[src/verilog/aer_pkg.sv]
// Constants and types for the correctable error status block
package aer_pkg;

  // Register byte offsets
  localparam logic [11:0] AER_OFF_STATUS = 12'h110;
  localparam logic [11:0] AER_OFF_IRQ_STATUS = 12'h120;
  localparam logic [11:0] AER_OFF_IRQ_MASK = 12'h124;

  // Flag bit positions
  localparam int AER_BIT_RCV = 0;
  localparam int AER_BIT_BAD_PKT = 6;
  localparam int AER_BIT_BAD_LINK = 7;
  localparam int AER_BIT_ROLLOVER = 8;
  localparam int AER_BIT_TIMEOUT = 12;
  localparam int AER_BIT_ADVISORY = 13;
  localparam int AER_BIT_INTERNAL = 14;
  localparam int AER_BIT_HDR_OVF = 15;
  localparam int AER_NUM_FLAGS = 8;

  // Implemented bits and reset values
  localparam logic [31:0] AER_STATUS_IMPL = 32'h0000_f1c1;
  localparam logic [31:0] AER_STATUS_RESET = 32'h0000_0000;
  localparam logic [31:0] AER_IRQ_MASK_RESET = 32'h0000_0000;

  // Bus answers
  localparam logic [1:0] AER_RESP_OKAY = 2'h0;
  localparam logic [1:0] AER_RESP_DECERR = 2'h3;

  localparam int AER_FEP_W = 5;

  // Event pulses, receiver error in bit 0
  typedef struct packed {
    logic header_log_request;
    logic internal_error;
    logic advisory_nonfatal;
    logic replay_timeout;
    logic replay_rollover;
    logic bad_link_packet;
    logic bad_packet;
    logic receiver_error;
  } aer_events_t;

  typedef enum logic [1:0] {
    AER_REG_NONE = 2'h0,
    AER_REG_STATUS = 2'h1,
    AER_REG_IRQ_STATUS = 2'h3,
    AER_REG_IRQ_MASK = 2'h2
  } aer_reg_t;

  typedef enum logic [1:0] {
    AER_WR_COLLECT = 2'h0,
    AER_WR_RESP = 2'h1
  } aer_wr_state_t;

endpackage

[src/verilog/aer_correctable_error_status.sv]
// Correctable error status register with AXI4-Lite access and interrupt
// What this block does
// - Receiver error from the physical layer sets status bit 0.
// - Bad transaction layer packet sets status bit 6.
// - Bad data link layer packet sets status bit 7.
// - Replay counter rollover sets status bit 8.
// - Replay timer expiry sets status bit 12.
// - Advisory non-fatal error sets status bit 13.
// - Correctable internal error on this port sets status bit 14.
// - Header-logging error with header log unavailable sets status bit 15.
// - Header log unavailable while first error pointer indexes a set bit.
// - Flags reset to zero, survive link reset, clear by writing one.
// - Flags set regardless of any mask; masking only gates reporting.
//
// The AXI4-Lite slave port was left to the implementer.
`timescale 1ns/1ps

module aer_correctable_error_status
  import aer_pkg::*;
(
  // Clock and resets
  input wire logic aclk,
  input wire logic aresetn,
  input wire logic link_reset,
  // AXI4-Lite write address
  input wire logic [11:0] s_axi_awaddr,
  input wire logic [2:0] s_axi_awprot,
  input wire logic s_axi_awvalid,
  output logic s_axi_awready,
  // AXI4-Lite write data
  input wire logic [31:0] s_axi_wdata,
  input wire logic [3:0] s_axi_wstrb,
  input wire logic s_axi_wvalid,
  output logic s_axi_wready,
  // AXI4-Lite write response
  output logic [1:0] s_axi_bresp,
  output logic s_axi_bvalid,
  input wire logic s_axi_bready,
  // AXI4-Lite read address
  input wire logic [11:0] s_axi_araddr,
  input wire logic [2:0] s_axi_arprot,
  input wire logic s_axi_arvalid,
  output logic s_axi_arready,
  // AXI4-Lite read data
  output logic [31:0] s_axi_rdata,
  output logic [1:0] s_axi_rresp,
  output logic s_axi_rvalid,
  input wire logic s_axi_rready,
  // Error events from link layers
  input wire aer_events_t events,
  // Uncorrectable error state
  input wire logic [AER_FEP_W-1:0] first_error_pointer,
  input wire logic [31:0] uncorrectable_error_status,
  // Outputs
  output logic [31:0] correctable_error_status,
  output logic header_log_capture,
  output logic irq
);

  function automatic aer_reg_t reg_decode(input logic [11:0] addr);
    case (addr)
      AER_OFF_STATUS: reg_decode = AER_REG_STATUS;
      AER_OFF_IRQ_STATUS: reg_decode = AER_REG_IRQ_STATUS;
      AER_OFF_IRQ_MASK: reg_decode = AER_REG_IRQ_MASK;
      default: reg_decode = AER_REG_NONE;
    endcase
  endfunction

  function automatic logic [31:0] strobe_mask(input logic [3:0] strb);
    strobe_mask = {{8{strb[3]}}, {8{strb[2]}}, {8{strb[1]}}, {8{strb[0]}}};
  endfunction

  localparam int FLAG_POS [AER_NUM_FLAGS] = '{
    AER_BIT_RCV, AER_BIT_BAD_PKT, AER_BIT_BAD_LINK, AER_BIT_ROLLOVER,
    AER_BIT_TIMEOUT, AER_BIT_ADVISORY, AER_BIT_INTERNAL, AER_BIT_HDR_OVF
  };

  // Bus state
  aer_wr_state_t wr_state;
  logic aw_held;
  logic w_held;
  logic [11:0] aw_addr;
  logic [31:0] w_data;
  logic [3:0] w_strb;
  logic wr_fire;
  aer_reg_t wr_sel;
  aer_reg_t rd_sel;
  logic rd_fire;

  // Register state
  logic [31:0] irq_status;
  logic [31:0] irq_mask;
  logic [31:0] flag_set;
  logic [31:0] status_clear;
  logic [31:0] irq_clear;
  logic [31:0] next_status;
  logic [31:0] next_irq_status;
  logic pointer_valid;
  logic [AER_NUM_FLAGS-1:0] event_vec;

  // Write channel
  assign s_axi_awready = (wr_state == AER_WR_COLLECT) && !aw_held;
  assign s_axi_wready = (wr_state == AER_WR_COLLECT) && !w_held;
  assign wr_fire = (wr_state == AER_WR_COLLECT) && aw_held && w_held;
  assign wr_sel = reg_decode(aw_addr);

  always_ff @(posedge aclk) begin
    if (!aresetn || link_reset) begin
      aw_held <= 1'b0;
      aw_addr <= 12'h000;
    end else if (s_axi_awvalid && s_axi_awready) begin
      aw_held <= 1'b1;
      aw_addr <= s_axi_awaddr;
    end else if (wr_fire) begin
      aw_held <= 1'b0;
    end
  end

  always_ff @(posedge aclk) begin
    if (!aresetn || link_reset) begin
      w_held <= 1'b0;
      w_data <= 32'h0000_0000;
      w_strb <= 4'h0;
    end else if (s_axi_wvalid && s_axi_wready) begin
      w_held <= 1'b1;
      w_data <= s_axi_wdata;
      w_strb <= s_axi_wstrb;
    end else if (wr_fire) begin
      w_held <= 1'b0;
    end
  end

  always_ff @(posedge aclk) begin
    if (!aresetn || link_reset) begin
      wr_state <= AER_WR_COLLECT;
      s_axi_bvalid <= 1'b0;
      s_axi_bresp <= AER_RESP_OKAY;
    end else begin
      case (wr_state)
        AER_WR_COLLECT: begin
          if (wr_fire) begin
            wr_state <= AER_WR_RESP;
            s_axi_bvalid <= 1'b1;
            s_axi_bresp <= (wr_sel == AER_REG_NONE) ? AER_RESP_DECERR : AER_RESP_OKAY;
          end
        end
        AER_WR_RESP: begin
          if (s_axi_bready) begin
            wr_state <= AER_WR_COLLECT;
            s_axi_bvalid <= 1'b0;
          end
        end
        default: begin
          wr_state <= AER_WR_COLLECT;
          s_axi_bvalid <= 1'b0;
        end
      endcase
    end
  end

  // Read channel, one read at a time
  assign s_axi_arready = !s_axi_rvalid;
  assign rd_fire = s_axi_arvalid && s_axi_arready;
  assign rd_sel = reg_decode(s_axi_araddr);

  always_ff @(posedge aclk) begin
    if (!aresetn || link_reset) begin
      s_axi_rvalid <= 1'b0;
      s_axi_rdata <= 32'h0000_0000;
      s_axi_rresp <= AER_RESP_OKAY;
    end else if (rd_fire) begin
      s_axi_rvalid <= 1'b1;
      s_axi_rresp <= AER_RESP_OKAY;
      case (rd_sel)
        AER_REG_STATUS: s_axi_rdata <= correctable_error_status & AER_STATUS_IMPL;
        AER_REG_IRQ_STATUS: s_axi_rdata <= irq_status;
        AER_REG_IRQ_MASK: s_axi_rdata <= irq_mask;
        default: begin
          s_axi_rdata <= 32'h0000_0000;
          s_axi_rresp <= AER_RESP_DECERR;
        end
      endcase
    end else if (s_axi_rready) begin
      s_axi_rvalid <= 1'b0;
    end
  end

  // Header log is busy while the pointed-to uncorrectable bit is still set
  assign pointer_valid = uncorrectable_error_status[first_error_pointer];

  // Event vector; overflow takes the header request only when log is busy
  always_comb begin
    event_vec = events;
    event_vec[AER_NUM_FLAGS-1] = events.header_log_request && pointer_valid;
  end

  // Map events onto flag positions
  generate
    for (genvar i = 0; i < 32; i++) begin : g_bits
      if (i == AER_BIT_RCV) begin : g_rcv
        assign flag_set[i] = event_vec[0];
      end else if (i == AER_BIT_BAD_PKT) begin : g_bad_pkt
        assign flag_set[i] = event_vec[1];
      end else if (i == AER_BIT_BAD_LINK) begin : g_bad_link
        assign flag_set[i] = event_vec[2];
      end else if (i == AER_BIT_ROLLOVER) begin : g_rollover
        assign flag_set[i] = event_vec[3];
      end else if (i == AER_BIT_TIMEOUT) begin : g_timeout
        assign flag_set[i] = event_vec[4];
      end else if (i == AER_BIT_ADVISORY) begin : g_advisory
        assign flag_set[i] = event_vec[5];
      end else if (i == AER_BIT_INTERNAL) begin : g_internal
        assign flag_set[i] = event_vec[6];
      end else if (i == AER_BIT_HDR_OVF) begin : g_hdr_ovf
        assign flag_set[i] = event_vec[7];
      end else begin : g_rsvd
        assign flag_set[i] = 1'b0;
      end
    end
  endgenerate

  // Clear terms: status write-one-to-clear with byte lanes honoured, interrupt status clear on read
  always_comb begin
    status_clear = 32'h0000_0000;
    if (wr_fire && wr_sel == AER_REG_STATUS) begin
      status_clear = w_data & strobe_mask(w_strb) & AER_STATUS_IMPL;
    end
  end

  always_comb begin
    irq_clear = 32'h0000_0000;
    if (rd_fire && rd_sel == AER_REG_IRQ_STATUS) begin
      irq_clear = 32'hffff_ffff;
    end
  end

  // Set wins over a clear in the same cycle
  assign next_status = (correctable_error_status & ~status_clear) | flag_set;
  assign next_irq_status = (irq_status & ~irq_clear) | flag_set;

  // Sticky flags: only the power-on reset clears them, not link reset
  always_ff @(posedge aclk) begin
    if (!aresetn) begin
      correctable_error_status <= AER_STATUS_RESET;
    end else begin
      correctable_error_status <= next_status & AER_STATUS_IMPL;
    end
  end

  // Interrupt status, cleared by reading it
  always_ff @(posedge aclk) begin
    if (!aresetn || link_reset) begin
      irq_status <= 32'h0000_0000;
    end else begin
      irq_status <= next_irq_status & AER_STATUS_IMPL;
    end
  end

  // Interrupt mask, gates reporting only
  always_ff @(posedge aclk) begin
    if (!aresetn || link_reset) begin
      irq_mask <= AER_IRQ_MASK_RESET;
    end else if (wr_fire && wr_sel == AER_REG_IRQ_MASK) begin
      irq_mask <= ((irq_mask & ~strobe_mask(w_strb)) | (w_data & strobe_mask(w_strb)))
                  & AER_STATUS_IMPL;
    end
  end

  always_ff @(posedge aclk) begin
    if (!aresetn || link_reset) begin
      irq <= 1'b0;
    end else begin
      irq <= |(next_irq_status & irq_mask & AER_STATUS_IMPL);
    end
  end

  // Header captured only when the log is free
  always_ff @(posedge aclk) begin
    if (!aresetn || link_reset) begin
      header_log_capture <= 1'b0;
    end else begin
      header_log_capture <= events.header_log_request && !pointer_valid;
    end
  end

endmodule

[config.mk]
export PLATFORM = sky130hd
export DESIGN_NAME = aer_correctable_error_status
export DESIGN_NICKNAME = d
export VERILOG_FILES = /design/src/verilog/aer_pkg.sv /design/src/verilog/aer_correctable_error_status.sv
export SDC_FILE = /design/constraint.sdc
export NUM_CORES = 1
export LEC_CHECK = 0
export ABC_AREA = 1
export BUFFER_PORTS_ARGS = -buffer_cell sky130_fd_sc_hd__buf_2
export CAP_MARGIN = 20
export CORE_AREA = 2 2 115 72
export DETAILED_ROUTE_END_ITERATION = 16
export DIE_AREA = 0 0 117 74
export PLACE_DENSITY_LB_ADDON = 0.25
export SYNTH_ARGS = -nofsm -noshare
export SYNTH_HDL_FRONTEND = slang
export SYNTH_SLANG_ARGS = --single-unit
export TNS_END_PERCENT = 100
[constraint.sdc]
create_clock -name aclk -period 1.8 [get_ports aclk]
set_input_delay 0.45 -clock aclk [delete_from_list [all_inputs] [get_ports aclk]]
set_output_delay 0.45 -clock aclk [all_outputs]
set_load 0.02 [all_outputs]
==> results.py <==
metrics = {
    "power": {
        "power_frac_seq_pct": 37.0,
        "p_comb_share_pct": 12.5,
        "sw_frac_of_total_pct": 25.1,
        "clkPwrFrac_pct": 50.5,
        "p_per_area_mw_per_mm2": 934,
        "power.internal_uw": 2950,
        "total_switching_power_uw": 991,
        "vdd.ir_drop.worst_mv": 0.541,
        "power.static_leakage_uw": 0.00209,
    },
    "grt": {
        "grt_first_pass_wirelength_um": 12900,
        "antenna_violations_before_repair": 0,
        "grt_start_max_net_pins": 30,
        "track_usage_pct": 19.3,
        "globalRoute.totalOverflow": 0,
        "grt_pass1_vias": 2870,
    },
    "timing": {
        "count_of_final_max_slew_check_failures": 0,
        "clock-skew-final_ns": 0.00732,
        "worst_pin_slew_ns": 0.929,
        "finalHoldViolCount": 0,
        "final_min_period_over_clock_period_pct": 91.1,
        "finalWorstPathRequiredPeriod_ns": 1.64,
        "max_slew_headroom_at_the_worst_pin_pct": 38.0,
        "grt_setup_unrepaired": "false",
        "setup_viol": 0,
        "fmaxAchievable_mhz": 609,
        "setup-tns-final_ns": 0,
    },
    "logic_synthesis": {
        "yosysSeqAreaShare_pct": 37.7,
        "synth_ff_type": "sky130_fd_sc_hd__dfxtp_1",
        "async_flop_share_pct": 0,
        "netlist_area_mm2": 0.00329,
        "yosys_warning_count": 0,
        "postSynthCellCount": 485,
        "synth.ff_latch_count": 62,
        "number_of_flops_mapped_to_enable_cells_by_yosys": 0,
        "synth_cell_types": 28,
        "syn-mean-instance-area_um2": 6.78,
    },
    "die": {
        "start_util_pct": 42.9,
        "fp.dieW_um": 117,
        "rows": 25,
        "dieHeight_um": 74,
        "io_pins": 194,
        "placeableCoreArea_mm2": 0.00766,
        "floorplan.die_area_mm2": 0.00866,
    },
    "worst_hold_path": {
        "min_delay_path_depth": 3,
        "hold_path_startpoint": "s_axi_wdata[7]",
        "hold_path.class": "in2reg",
        "hold_end": "w_data[7]",
    },
    "layout": {
        "stdcell_count": 724,
        "layout-drive-gt1-share_pct": 26.1,
        "insertedDiodeCount": 0,
        "synthToLayoutAreaGrowth_pct": 28.3,
        "finalNetCount": 730,
    },
    "worst_setup_path": {
        "path_cells": "nor2_1 -> nand2_1 -> nor4_1 -> nand3_2 -> o21ai_0 -> a21oi_1",
        "critical_path_class": "reg2reg",
        "critical_path_buf_inv_count": 0,
        "endpoint_kind": "register",
        "worst-path-max-fanout": 8,
        "regToRegEndpoint": "correctable_error_status[12]",
        "timing.reg2reg.worst_path_depth": 6,
        "critPathRequiredTime_ns": 2.01,
        "cp-start-kind": "register",
        "crit_path_largest_cell_delay_ns": 0.37,
        "reg_to_reg_slack_setup_ns": 0.16,
        "worst_ep_arrival_time_ns": 1.85,
        "worst_path_max_delay_cell": "sky130_fd_sc_hd__nor4_1",
        "crit-reg2reg-launch": "aw_addr[0]",
        "critical-path-top-delay-family": "simple AND/OR/NAND/NOR gates",
    },
    "placed_design": {
        "finalWeightedCongestion": 0.759,
        "portbufs": 113,
        "dp.final_hpwl_um": 6450,
        "numPlacedInstances": 708,
    },
    "cts": {
        "clk_latency_ns": 0.33,
        "clock_sinks": 62,
        "cts_hold_buf": 0,
        "tritoncts_clock_tree": "yes",
        "htree_num_levels": 3,
        "clkSlewWorstSetupHoldPaths_ns": 0.06,
        "clock_tree.buffer_depth": 2,
        "clock_tree.root_cell": "sky130_fd_sc_hd__clkbuf_16",
        "cts_inserted_buffers": 9,
        "post_cts.repair.setup_buffers": 0,
    },
    "drt": {
        "vias_per_cell": 4.53,
        "num_vias": 3281,
        "remaining_drc_errors": 0,
        "avgRoutedWirePerCell_um": 11.2,
        "drtIter0Drc": 180,
        "detail_route.wirelength_um": 8140,
        "ant_nets": 0,
        "drt_pass1_iterations": 4,
    },
    "status": {
        "result_of_the_run": "finished, final reports clean",
    },
    "job": {
        "max_cap_viol_count": 0,
    },
}
Yosys cell counts, types with 4 or more instances:
library cell | instances | share of area [%]
sky130_fd_sc_hd__nor2_1 | 44 | 5.0
sky130_fd_sc_hd__clkbuf_1 | 5 | 0.57
sky130_fd_sc_hd__nand3_1 | 39 | 5.9
sky130_fd_sc_hd__buf_2 | 5 | 0.76
sky130_fd_sc_hd__inv_1 | 29 | 3.3
sky130_fd_sc_hd__a21oi_1 | 45 | 6.8
sky130_fd_sc_hd__o21ai_0 | 31 | 4.7
sky130_fd_sc_hd__nand2_1 | 147 | 17
sky130_fd_sc_hd__dfxtp_1 | 62 | 38
sky130_fd_sc_hd__buf_4 | 51 | 12
sky130_fd_sc_hd__nor2_2 | 4 | 0.76
power by group through the flow:
stage | Clock [uW] | Combinational, uW | Sequential (uW)
2_1_floorplan | 0 | 377 | 1500
3_3_place_gp | 0 | 481 | 1480
3_5_place_dp | 0 | 490 | 1490
4_1_cts | 2020 | 492 | 1460
5_1_grt | 2080 | 553 | 1460
6_report | 1990 | 493 | 1460
final cells by class:
class | instances | area, um^2
clock buffers | 9 | 225
clock inverters | 7 | 121
fillers | 783 | 3440
inverters | 32 | 123
multi-input cells | 375 | 1660
flip-flops and latches | 62 | 1240
well taps | 108 | 135
repair buffers | 131 | 713
per-stage QoR:
stage	instance area [um^2]	utilization, %	total power, uW	hold WS (ns)	setup slack (ns)
6_report	4220	55.1	3940	0.363	0.159
5_1_grt	4220	55.1	4100	0.370	0.00312
4_1_cts	4210	55.0	3970	0.359	0.0893
3_5_place_dp	3870	50.4	1980	0.458	-0.0320
3_3_place_gp	3870	50.4	1970	0.442	-0.0135
2_1_floorplan	3470	-	1870	0.430	0.282
timing repair:
| item | in CTS | in global routing |
|---|---|---|
| hold endpoints to repair | 0 | 0 |
| resized for setup | 0 | 2 |
| setup endpoints to repair | 0 | 13 |
layout by cell type, fill, tap and decap left out, types with 3 or more instances in the layout:
cell                        instances
sky130_fd_sc_hd__clkbuf_16          9
sky130_fd_sc_hd__nor2_1            44
sky130_fd_sc_hd__nand3_2            3
sky130_fd_sc_hd__conb_1            48
sky130_fd_sc_hd__buf_4             17
sky130_fd_sc_hd__dfxtp_1           62
sky130_fd_sc_hd__inv_1             29
sky130_fd_sc_hd__nand3_1           38
sky130_fd_sc_hd__buf_2            113
sky130_fd_sc_hd__nand2_1          147
sky130_fd_sc_hd__a21oi_1           45
sky130_fd_sc_hd__bufinv_16          3
sky130_fd_sc_hd__o21ai_0           31
sky130_fd_sc_hd__nor2_2             3
worst max-delay path by stage:
stage	start	to	slack, ns	cells after the start
global placement	s_axi_araddr[7]	irq	-0.01	13
finish	aw_addr[0]	correctable_error_status[12]	0.16	6
global route	aw_addr[0]	correctable_error_status[14]	0.003	6
CTS	aw_addr[0]	correctable_error_status[12]	0.09	6
detailed placement	s_axi_araddr[7]	irq	-0.03	13
floorplan	s_axi_rvalid	irq	0.28	12
cells by family (layout without fill, tap and decap cells):
kind of cell           Yosys count  in the layout  share of synthesized area, %
AND/OR/NAND/NOR                248            248                          32.5
AO/OA/AOI/OAI                   79             79                          12.2
other                            1             48                         0.114
flip-flops                      62             62                          37.7
buffers and inverters           95            179                          17.4
layer usage:
layer  part of all wire [%]  track usage, %
met5                      0               0
met4                   0.98            4.97
met3                    7.7            5.30
met2                     43            30.3
met1                     49            26.7
worst register-to-register path, cell delays in order (launching register included):
cell                      delay (ns)
sky130_fd_sc_hd__dfxtp_1        0.31
sky130_fd_sc_hd__nor2_1         0.13
sky130_fd_sc_hd__nand2_1        0.08
sky130_fd_sc_hd__nor4_1         0.37
sky130_fd_sc_hd__nand3_2        0.28
sky130_fd_sc_hd__o21ai_0        0.26
sky130_fd_sc_hd__a21oi_1        0.09
Power figures use the tool's default switching activity.
